$ cat config.mk
export PLATFORM = sky130hd
export DESIGN_NAME = pwm_generator_with_deadtime
export DESIGN_NICKNAME = d
export VERILOG_FILES = /design/src/pwm_dt_pkg.sv /design/src/pwm_generator_with_deadtime.sv
export SDC_FILE = /design/constraint.sdc
export NUM_CORES = 1
export LEC_CHECK = 0
export BUFFER_PORTS_ARGS = -buffer_cell sky130_fd_sc_hd__buf_2
export CORE_MARGIN = 2
export CORE_UTILIZATION = 30
export CTS_CLUSTER_SIZE = 28
export DETAILED_ROUTE_END_ITERATION = 10
export SYNTH_ARGS = -nofsm -noshare
export SYNTH_HDL_FRONTEND = slang
export SYNTH_SLANG_ARGS = --single-unit
$ cat constraint.sdc
create_clock -name sys_clk_in -period 34.1 [get_ports sys_clk_in]
set_clock_uncertainty 0.05 [all_clocks]
set_input_delay 1.705 -clock sys_clk_in [delete_from_list [all_inputs] [get_ports sys_clk_in]]
set_output_delay 1.705 -clock sys_clk_in [all_outputs]
set_load 0.01 [all_outputs]
$ cat src/pwm_dt_pkg.sv
/*
 Package for the six-output PWM generator with deadtime.
 Holds Wishbone register offsets, field positions, reset values and the
 state struct. Assumes a 32-bit classic Wishbone master with byte addresses.
*/
package pwm_dt_pkg;

  // ==========================================================================
  // Register map (byte addresses)
  localparam logic [7:0] OFS_CONFIG = 8'h00;
  localparam logic [7:0] OFS_CTRL = 8'h04;
  localparam logic [7:0] OFS_CORR = 8'h08;
  localparam logic [7:0] OFS_MOD = 8'h0C;
  localparam logic [7:0] OFS_DT_RISE = 8'h10;
  localparam logic [7:0] OFS_DT_FALL = 8'h14;
  localparam logic [7:0] OFS_STATUS = 8'h18;
  localparam logic [7:0] OFS_DUTY0 = 8'h20;
  localparam logic [7:0] OFS_DUTY_LAST = 8'h34;

  // ==========================================================================
  // Field positions
  // config: [0] align_select, [3:1] pair_independent, [9:4] compare_invert
  localparam int CFG_ALIGN = 0;
  localparam int CFG_INDEP = 1;
  localparam int CFG_CINV = 4;
  // ctrl: [0] enable, [1] load_okay, [3:2] prescale
  localparam int CTL_EN = 0;
  localparam int CTL_LOAD_OKAY = 1;
  localparam int CTL_PRSC = 2;
  // corr: [2:0] correction_select, [6:4] correction_source
  localparam int COR_SEL = 0;
  localparam int COR_SRC = 4;

  localparam int NUM_CH = 6;
  localparam int NUM_PAIR = 3;
  localparam int CNT_W = 15;
  localparam int DUTY_W = 16;
  localparam int DT_W = 12;

  // Reset values
  localparam logic [CNT_W-1:0] MOD_RST = 15'h0001;
  localparam logic [CNT_W-1:0] CNT_ONE = 15'h0001;
  localparam logic [2:0] PRE_ONE = 3'h1;
  localparam logic [31:0] RD_ZERO = 32'h0000_0000;
  // Two-stage path in front of the deadtime logic
  localparam int DT_PIPE = 2;

  typedef struct packed {
    logic [DUTY_W-1:0] val;
    logic [CNT_W-1:0] cnt;
  } duty_slot_t;

  typedef struct packed {
    // Software-visible registers
    logic align_select;
    logic [NUM_PAIR-1:0] pair_independent;
    logic [NUM_CH-1:0] compare_invert;
    logic enable;
    logic load_okay;
    logic [1:0] prescale;
    logic [NUM_PAIR-1:0] correction_select;
    logic [NUM_PAIR-1:0] correction_source;
    logic [CNT_W-1:0] modulus;
    logic [DT_W-1:0] rise_dt;
    logic [DT_W-1:0] fall_dt;
    logic [NUM_CH-1:0][DUTY_W-1:0] duty;
    // Working buffers
    logic [CNT_W-1:0] mod_buf;
    logic [NUM_CH-1:0][DUTY_W-1:0] duty_buf;
    logic [1:0] pre_buf;
    logic load_pend;
    logic [NUM_PAIR-1:0] sel_buf;
    logic [NUM_PAIR-1:0] src_buf;
    // Generator
    logic [2:0] pre_cnt;
    logic tick;
    logic [CNT_W-1:0] cnt;
    logic down;
    logic [NUM_CH-1:0] cmp;
    logic [DT_PIPE-1:0][NUM_CH-1:0] pipe;
    logic [NUM_PAIR-1:0][DT_W-1:0] dt_cnt;
    logic [NUM_CH-1:0] pwm;
    // Bus
    logic ack;
    logic [31:0] rdata;
  } pwm_state_t;

endpackage

$ cat src/pwm_generator_with_deadtime.sv
/*
 Six-output PWM generator: shared 15-bit up/down counter, edge or center
 alignment, compare invert, complementary pairs with rise/fall deadtime and
 odd/even duty selection. Registers are a classic Wishbone slave.
 Assumes a single 100 MHz clock and a master that holds cyc/stb until ack.
*/
`timescale 1ns/10ps
module pwm_generator_with_deadtime #(
  parameter int NUM_CH = pwm_dt_pkg::NUM_CH
) (
  // Clock and reset
  input wire logic sys_clk_in,
  input wire logic rst_in,
  // Wishbone slave
  input wire logic wb_cyc_in,
  input wire logic wb_stb_in,
  input wire logic wb_we_in,
  input wire logic [7:0] wb_adr_in,
  input wire logic [3:0] wb_sel_in,
  input wire logic [31:0] wb_dat_in,
  output logic [31:0] wb_dat_out,
  output logic wb_ack_out,
  // Gate drive outputs, even index top, odd index bottom
  output logic [NUM_CH-1:0] pwm_out
);

  pwm_dt_pkg::pwm_state_t s_reg;
  pwm_dt_pkg::pwm_state_t s_next;

  // ==========================================================================
  // Combinational helpers
  logic bus_req;
  logic [2:0] duty_idx;
  logic cycle_end;
  logic [pwm_dt_pkg::CNT_W-1:0] top_val;

  assign bus_req = wb_cyc_in & wb_stb_in & ~s_reg.ack;
  assign duty_idx = 3'((wb_adr_in - pwm_dt_pkg::OFS_DUTY0) >> 2);
  // End of period: counter at modulus while counting up (edge) or back at one while counting down (center)
  assign cycle_end = s_reg.tick & (s_reg.align_select ? s_reg.cnt >= s_reg.mod_buf
                     : (s_reg.down & s_reg.cnt <= pwm_dt_pkg::CNT_ONE));
  assign top_val = s_reg.mod_buf;

  always_comb begin
    logic [pwm_dt_pkg::DUTY_W-1:0] used;
    logic [pwm_dt_pkg::CNT_W-1:0] uv;
    logic pre_top;
    logic rise;
    logic fall;
    logic [2:0] div;
    used = '0;
    uv = '0;
    pre_top = 1'b0;
    rise = 1'b0;
    fall = 1'b0;
    div = pwm_dt_pkg::PRE_ONE << s_reg.pre_buf;
    s_next = s_reg;

    // ========================================================================
    // Wishbone slave: one-cycle ack, writes take effect with ack
    s_next.ack = bus_req;
    s_next.rdata = pwm_dt_pkg::RD_ZERO;
    if (bus_req) begin
      unique case (wb_adr_in)
        pwm_dt_pkg::OFS_CONFIG: begin
          s_next.rdata[pwm_dt_pkg::CFG_ALIGN] = s_reg.align_select;
          s_next.rdata[pwm_dt_pkg::CFG_INDEP +: 3] = s_reg.pair_independent;
          s_next.rdata[pwm_dt_pkg::CFG_CINV +: 6] = s_reg.compare_invert;
          if (wb_we_in && wb_sel_in[0]) begin
            s_next.align_select = wb_dat_in[pwm_dt_pkg::CFG_ALIGN];
            s_next.pair_independent = wb_dat_in[pwm_dt_pkg::CFG_INDEP +: 3];
          end
          if (wb_we_in && wb_sel_in[0] && wb_sel_in[1]) begin
            s_next.compare_invert = wb_dat_in[pwm_dt_pkg::CFG_CINV +: 6];
          end
        end
        pwm_dt_pkg::OFS_CTRL: begin
          s_next.rdata[pwm_dt_pkg::CTL_EN] = s_reg.enable;
          s_next.rdata[pwm_dt_pkg::CTL_LOAD_OKAY] = s_reg.load_okay;
          s_next.rdata[pwm_dt_pkg::CTL_PRSC +: 2] = s_reg.prescale;
          if (wb_we_in && wb_sel_in[0]) begin
            s_next.enable = wb_dat_in[pwm_dt_pkg::CTL_EN];
            s_next.prescale = wb_dat_in[pwm_dt_pkg::CTL_PRSC +: 2];
            if (wb_dat_in[pwm_dt_pkg::CTL_LOAD_OKAY]) begin
              s_next.load_okay = 1'b1;
            end
          end
        end
        pwm_dt_pkg::OFS_CORR: begin
          s_next.rdata[pwm_dt_pkg::COR_SEL +: 3] = s_reg.correction_select;
          s_next.rdata[pwm_dt_pkg::COR_SRC +: 3] = s_reg.correction_source;
          if (wb_we_in && wb_sel_in[0]) begin
            s_next.correction_select = wb_dat_in[pwm_dt_pkg::COR_SEL +: 3];
            s_next.correction_source = wb_dat_in[pwm_dt_pkg::COR_SRC +: 3];
          end
        end
        pwm_dt_pkg::OFS_MOD: begin
          s_next.rdata[pwm_dt_pkg::CNT_W-1:0] = s_reg.modulus;
          if (wb_we_in && wb_sel_in[0] && wb_sel_in[1]) begin
            s_next.modulus = wb_dat_in[pwm_dt_pkg::CNT_W-1:0];
          end
        end
        pwm_dt_pkg::OFS_DT_RISE: begin
          s_next.rdata[pwm_dt_pkg::DT_W-1:0] = s_reg.rise_dt;
          if (wb_we_in && wb_sel_in[0] && wb_sel_in[1]) begin
            s_next.rise_dt = wb_dat_in[pwm_dt_pkg::DT_W-1:0];
          end
        end
        pwm_dt_pkg::OFS_DT_FALL: begin
          s_next.rdata[pwm_dt_pkg::DT_W-1:0] = s_reg.fall_dt;
          if (wb_we_in && wb_sel_in[0] && wb_sel_in[1]) begin
            s_next.fall_dt = wb_dat_in[pwm_dt_pkg::DT_W-1:0];
          end
        end
        pwm_dt_pkg::OFS_STATUS: begin
          // Live counter and direction for software
          s_next.rdata[pwm_dt_pkg::CNT_W-1:0] = s_reg.cnt;
          s_next.rdata[pwm_dt_pkg::CNT_W] = s_reg.down;
        end
        default: begin
          if (wb_adr_in >= pwm_dt_pkg::OFS_DUTY0 && wb_adr_in <= pwm_dt_pkg::OFS_DUTY_LAST
              && wb_adr_in[1:0] == 2'h0) begin
            s_next.rdata[pwm_dt_pkg::DUTY_W-1:0] = s_reg.duty[duty_idx];
            if (wb_we_in && wb_sel_in[0] && wb_sel_in[1]) begin
              s_next.duty[duty_idx] = wb_dat_in[pwm_dt_pkg::DUTY_W-1:0];
            end
          end
        end
      endcase
    end

    // ========================================================================
    // Load: mark pending now, copy into buffers at the next reload
    if (s_reg.load_okay) begin
      s_next.load_okay = 1'b0;
      s_next.load_pend = 1'b1;
    end

    // ========================================================================
    // Prescaler: tick every 1, 2 or 4 clocks; prescale 3 wraps div to 0, so it ticks every clock
    s_next.tick = 1'b0;
    if (s_reg.enable) begin
      if (s_reg.pre_cnt + 3'h1 >= div) begin
        s_next.pre_cnt = '0;
        s_next.tick = 1'b1;
      end else begin
        s_next.pre_cnt = s_reg.pre_cnt + 3'h1;
      end
    end

    // ========================================================================
    // Shared counter, 1..modulus (edge) or 0..modulus (center)
    if (s_reg.tick) begin
      if (cycle_end) begin
        s_next.cnt = pwm_dt_pkg::CNT_ONE;
        s_next.down = 1'b0;
        if (s_reg.align_select) begin
          s_next.cnt = pwm_dt_pkg::CNT_ONE;
        end else begin
          s_next.cnt = '0;
        end
        s_next.sel_buf = s_reg.correction_select;
        s_next.src_buf = s_reg.correction_source;
        if (s_reg.load_pend) begin
          s_next.load_pend = 1'b0;
          s_next.mod_buf = s_reg.modulus;
          s_next.duty_buf = s_reg.duty;
          s_next.pre_buf = s_reg.prescale;
          s_next.pre_cnt = '0;
        end
      end else if (!s_reg.align_select && !s_reg.down && s_reg.cnt >= top_val) begin
        s_next.down = 1'b1;
        s_next.cnt = s_reg.cnt - pwm_dt_pkg::CNT_ONE;
      end else if (s_reg.down) begin
        s_next.cnt = s_reg.cnt - pwm_dt_pkg::CNT_ONE;
      end else begin
        s_next.cnt = s_reg.cnt + pwm_dt_pkg::CNT_ONE;
      end
    end

    // ========================================================================
    // Compare: center sets on the way down, clears on match going up
    for (int i = 0; i < NUM_CH; i++) begin
      used = s_reg.duty_buf[i][pwm_dt_pkg::DUTY_W-1] ? '0 : s_reg.duty_buf[i];
      uv = used[pwm_dt_pkg::CNT_W-1:0];
      if (uv == '0) begin
        s_next.cmp[i] = s_reg.compare_invert[i];
      end else if (uv >= s_reg.mod_buf) begin
        s_next.cmp[i] = ~s_reg.compare_invert[i];
      end else if (s_reg.align_select) begin
        // Edge: active from cycle start until count reaches duty
        s_next.cmp[i] = (s_reg.cnt <= uv) ^ s_reg.compare_invert[i];
      end else if (s_reg.down && uv >= s_reg.cnt) begin
        // Set one count early so 0 and top, each seen once, still give 2*duty
        s_next.cmp[i] = ~s_reg.compare_invert[i];
      end else if (!s_reg.down && s_reg.cnt >= uv) begin
        s_next.cmp[i] = s_reg.compare_invert[i];
      end
    end

    // ========================================================================
    // Pair shaping and two-stage delay ahead of deadtime
    s_next.pipe[1] = s_reg.pipe[0];
    for (int p = 0; p < pwm_dt_pkg::NUM_PAIR; p++) begin
      if (s_reg.pair_independent[p]) begin
        s_next.pipe[0][2*p] = s_reg.cmp[2*p];
        s_next.pipe[0][2*p+1] = s_reg.cmp[2*p+1];
      end else begin
        // Direction source: up uses even, down uses odd
        pre_top = (s_reg.src_buf[p] ? s_reg.down : s_reg.sel_buf[p]) ?
                  s_reg.cmp[2*p+1] : s_reg.cmp[2*p];
        s_next.pipe[0][2*p] = pre_top;
        s_next.pipe[0][2*p+1] = ~pre_top;
      end
    end

    // ========================================================================
    // Deadtime: both outputs held off while the counter runs
    for (int p = 0; p < pwm_dt_pkg::NUM_PAIR; p++) begin
      if (s_reg.pair_independent[p]) begin
        s_next.pwm[2*p] = s_reg.pipe[1][2*p];
        s_next.pwm[2*p+1] = s_reg.pipe[1][2*p+1];
        s_next.dt_cnt[p] = '0;
      end else begin
        rise = s_reg.pipe[0][2*p] & ~s_reg.pipe[1][2*p];
        fall = ~s_reg.pipe[0][2*p] & s_reg.pipe[1][2*p];
        if (rise && s_reg.rise_dt != '0) begin
          // Edge cycle is the first deadtime cycle, so load one less
          s_next.dt_cnt[p] = s_reg.rise_dt - pwm_dt_pkg::DT_W'(1);
          s_next.pwm[2*p] = 1'b0;
          s_next.pwm[2*p+1] = 1'b0;
        end else if (fall && s_reg.fall_dt != '0) begin
          s_next.dt_cnt[p] = s_reg.fall_dt - pwm_dt_pkg::DT_W'(1);
          s_next.pwm[2*p] = 1'b0;
          s_next.pwm[2*p+1] = 1'b0;
        end else if (s_reg.dt_cnt[p] != '0) begin
          if (s_reg.tick) begin
            s_next.dt_cnt[p] = s_reg.dt_cnt[p] - 1'b1;
          end
          s_next.pwm[2*p] = 1'b0;
          s_next.pwm[2*p+1] = 1'b0;
        end else begin
          // Never both on, even with a bad modulus
          s_next.pwm[2*p] = s_reg.pipe[1][2*p];
          s_next.pwm[2*p+1] = ~s_reg.pipe[1][2*p];
        end
      end
    end
    if (!s_reg.enable) begin
      s_next.pwm = '0;
    end
  end

  // ==========================================================================
  // State register
  always_ff @(posedge sys_clk_in or posedge rst_in) begin
    if (rst_in) begin
      s_reg <= '0;
      s_reg.modulus <= pwm_dt_pkg::MOD_RST;
      s_reg.mod_buf <= pwm_dt_pkg::MOD_RST;
      s_reg.pair_independent <= '1;
    end else begin
      s_reg <= s_next;
    end
  end

  assign wb_dat_out = s_reg.rdata;
  assign wb_ack_out = s_reg.ack;
  assign pwm_out = s_reg.pwm;

endmodule

==> out/results.tsv <==
stage	metric	value	unit
detailed_routing	vias	17400	
clocking	ctsHtreeMaxLevel	2	
floorplan	die_area	0.0810	mm^2
final_layout	final_layout_size_suffix_gt1_share	21.0	%
floorplan	std_cell_rows	102	
placed_design	gp_congestion	0.903	
worst_setup_path	crit_chain	inv_1 -> ha_1 -> a21o_1 -> a31oi_1 -> o21bai_1 -> a21oi_1 -> o21ai_2 -> and3_4 -> buf_4 -> mux2_2	
worst_setup_path	max_stage_delay	0.72	ns
clocking	clockBufferDepth	3	
grt	grtUsageMet3	3.51	%
worst_setup_path	reg2reg_setup_slack	29.77	ns
clocking	numClockSinks	372	
grt	antenna_found_initial	3	
detailed_routing	detail_route.wl_per_cell	21.4	um
clocking	post_cts_buffers	0	
grt	grt.busiest_layer	met2	
detailed_routing	drtIter0Drc	1510	
detailed_routing	drt-vias-per-instance	5.26	
yosys	yosys-top-cells-area	dfrtp_1 (39%), mux2_2 (13%), ha_1 (11%), nand2b_1 (2.8%), inv_1 (2.3%)	
detailed_routing	drt_wl_total	71000	um
worst_setup_path	crit_arrival	4.73	ns
timing	final_hold_viol_count	0	
grt	use_met1	24.5	%
yosys	ys_ff_latch	372	
placed_design	hpwl	51500	um
clocking	cts_resized	0	
outcome	outcome	complete, no violations	
clocking	cts_buffers	43	
clocking	clkTransAtPathRegs	0.06	ns
floorplan	start_util	30.4	%
yosys	synth-edff-count	0	
worst_setup_path	worstSetupStartpointType	flip-flop	
final_layout	syn_to_final_growth	10.7	%
timing	max_freq	0.231	GHz
timing	finalCriticalPeriod	4.33	ns
yosys	synthArstFlopShare	100	%
clocking	clock_latency	0.58	ns
yosys	yosysSeqAreaShare	39.4	%
worst_setup_path	crit_slowest_cell	o21bai_1	
yosys	ys_warn_count	0	
clocking	cts_hold_buf	0	
floorplan	fp.dieW	285	um
yosys	synth_compound_area_share	10.3	%
yosys	synth-simple-area-share	13.8	%
timing	finalSetupViolCount	0	
floorplan	fp.coreArea	0.0777	mm^2
worst_setup_path	critical_path_class	flip-flop to flip-flop	
clocking	clock-root-buffer	clkbuf_16	
floorplan	num_io_pins	88	
timing	worst_slew_pin_slew	1.08	ns
worst_setup_path	critical_path.top_delay_family	compound AO/OA/AOI/OAI gates	
final_layout	n_fill_cell	7813	
worst_setup_path	critPathBufInv	2	
power_and_ir_drop	ir_drop	0.0295	mV
timing	relSlewSlack	28.0	%
yosys	synth_xor_xnor_area_share	2.19	%
yosys	syn_area_per_cell	10.6	um^2
timing	rsz0062_at_grt	no	
worst_setup_path	critPathCaptureType	flip-flop	
power_and_ir_drop	p_leak	12.7	nW
clocking	cts_tree	done	
final_layout	final_common_cell	dfrtp_1	
worst_setup_path	cp.required	34.50	ns
yosys	synth_area_leader_cell	dfrtp_1	
yosys	synth_cells	2226	
yosys	synth_top_area_share	38.9	%
power_and_ir_drop	p_per_area	40.0	mW/mm^2
detailed_routing	final_antenna_net_count	0	
final_layout	nNetsFinal	2491	
grt	grt_util_met2	26.4	%
grt	grt_max_degree	134	
yosys	synth.area.mux_share	17.7	%
hold_path	hold_path.class	flip-flop to flip-flop	
job	maxCapViolations	0	
worst_setup_path	cp_max_fo	48	
power_and_ir_drop	finalPower	1.05	mW
timing	fin_crit_sh	12.7	%
final_layout	final_cell_mix	dfrtp_1 (367), mux2_2 (280), ha_1 (209)	
timing	maxSlewViolCount	0	
placed_design	io_buffers	53	
timing	fin_tns_setup	0	ns
floorplan	die_height	285	um
grt	overflow	0	
yosys	synth.distinct_cells	83	
grt	grt_pass1_vias	17000	
yosys	syn_area	0.0236	mm^2
grt	grtUsageTotal	17.3	%
yosys	ys.flop_type	dfrtp_1	
detailed_routing	drtPass1Iterations	5	
grt	grt_first_pass_wirelength	107000	um
detailed_routing	drc_errors	0	
yosys	synth_top_family_by_area	multiplexers	
yosys	synth_adder_area_share	11.1	%
[metrics by stage]
| step | util (%) | instances | hold slack (ns) | setup slack [ns] | area (um^2) |
|---|---|---|---|---|---|
| after floorplan | - | 2241 | 0.281 | 22.02 | 23700 |
| after global placement | 31.8 | 3228 | 0.284 | 29.43 | 24700 |
| after detailed placement | 31.8 | 3228 | 0.285 | 29.47 | 24700 |
| after CTS | 33.6 | 3307 | 0.297 | 29.82 | 26100 |
| after global routing | 33.6 | 3307 | 0.324 | 29.63 | 26100 |
| final | 33.6 | 3310 | 0.296 | 29.77 | 26100 |
[worst register-to-register path: stages (launching register included)]
cell,delay [ns]
dfrtp_1,0.38
inv_1,0.36
ha_1,0.24
a21o_1,0.11
a31oi_1,0.04
o21bai_1,0.72
a21oi_1,0.23
o21ai_2,0.38
and3_4,0.55
buf_4,0.68
mux2_2,0.47
[metal layers]
metal / part of all wire (%) / up-vias
li1: - / 8115
met1: 47 / 8684
met2: 43 / 501
met3: 6.8 / 104
met4: 2.9 / 0
met5: 0 / -
[final cells by class]
cell class	count	area, um^2	share of cell area (%)
repair buffers	77	460	1.76
flip-flops and latches	372	9320	35.6
well taps	1040	1300	4.98
diodes	3	7.51	0.0287
clock inverters	18	175	0.670
multi-input cells	1593	13100	50.1
inverters	146	556	2.13
clock buffers	61	1240	4.73
[cells in the mapped netlist, types with 7 or more instances]
library cell,n
mux2i_1,54
xor2_1,22
buf_2,15
clkbuf_1,49
xnor2_1,37
nor2_1,106
a22o_1,7
a22oi_1,13
mux2_2,280
nor2b_1,22
buf_1,14
nor3_1,34
o31ai_1,22
and3_1,8
nor3b_1,9
nand3b_1,12
nand3_1,45
a21o_1,24
nor4_1,38
dfrtp_1,367
a41oi_1,8
or4_1,12
mux4_2,19
nand2_1,99
or3_1,14
buf_4,42
nand2b_1,104
o21ai_0,45
buf_6,10
inv_1,146
ha_1,209
nand4_1,47
o22ai_1,30
a221oi_1,10
a211o_1,11
a211oi_1,36
a21oi_1,97
a31oi_1,11
[logic make-up after synthesis]
logic type	after synthesis
AND/OR/NAND/NOR	590
flip-flops	372
AO/OA/AOI/OAI	360
multiplexers	359
buffers and inverters	276
adder cells (fa/ha/maj)	209
XOR/XNOR	59
other	1
[where the power goes]
part           switching, mW  internal, mW
Clock                  0.193         0.275
Sequential           0.00734         0.448
Combinational         0.0778        0.0439
[path summary, 6_finish.rpt]
check / from / end / cells past startpoint
worst max-delay path: top_val[1]$_DFFE_PP0P_ / s_reg[147]$_DFFE_PP0P_ / 10
worst min-delay path: s_next[82]$_DFF_PP0_ / s_reg[82]$_DFF_PP0_ / 0
worst max register to register: top_val[1]$_DFFE_PP0P_ / s_reg[147]$_DFFE_PP0P_ / 10
worst min register to register: s_next[82]$_DFF_PP0_ / s_reg[82]$_DFF_PP0_ / 0
max in group asynchronous: rst_in / s_reg[173]$_DFFE_PP0P_ / 3
min in group asynchronous: rst_in / wb_dat_out[12]$_DFF_PP0_ / 2
Note: power is estimated with default switching activity, not from simulation.
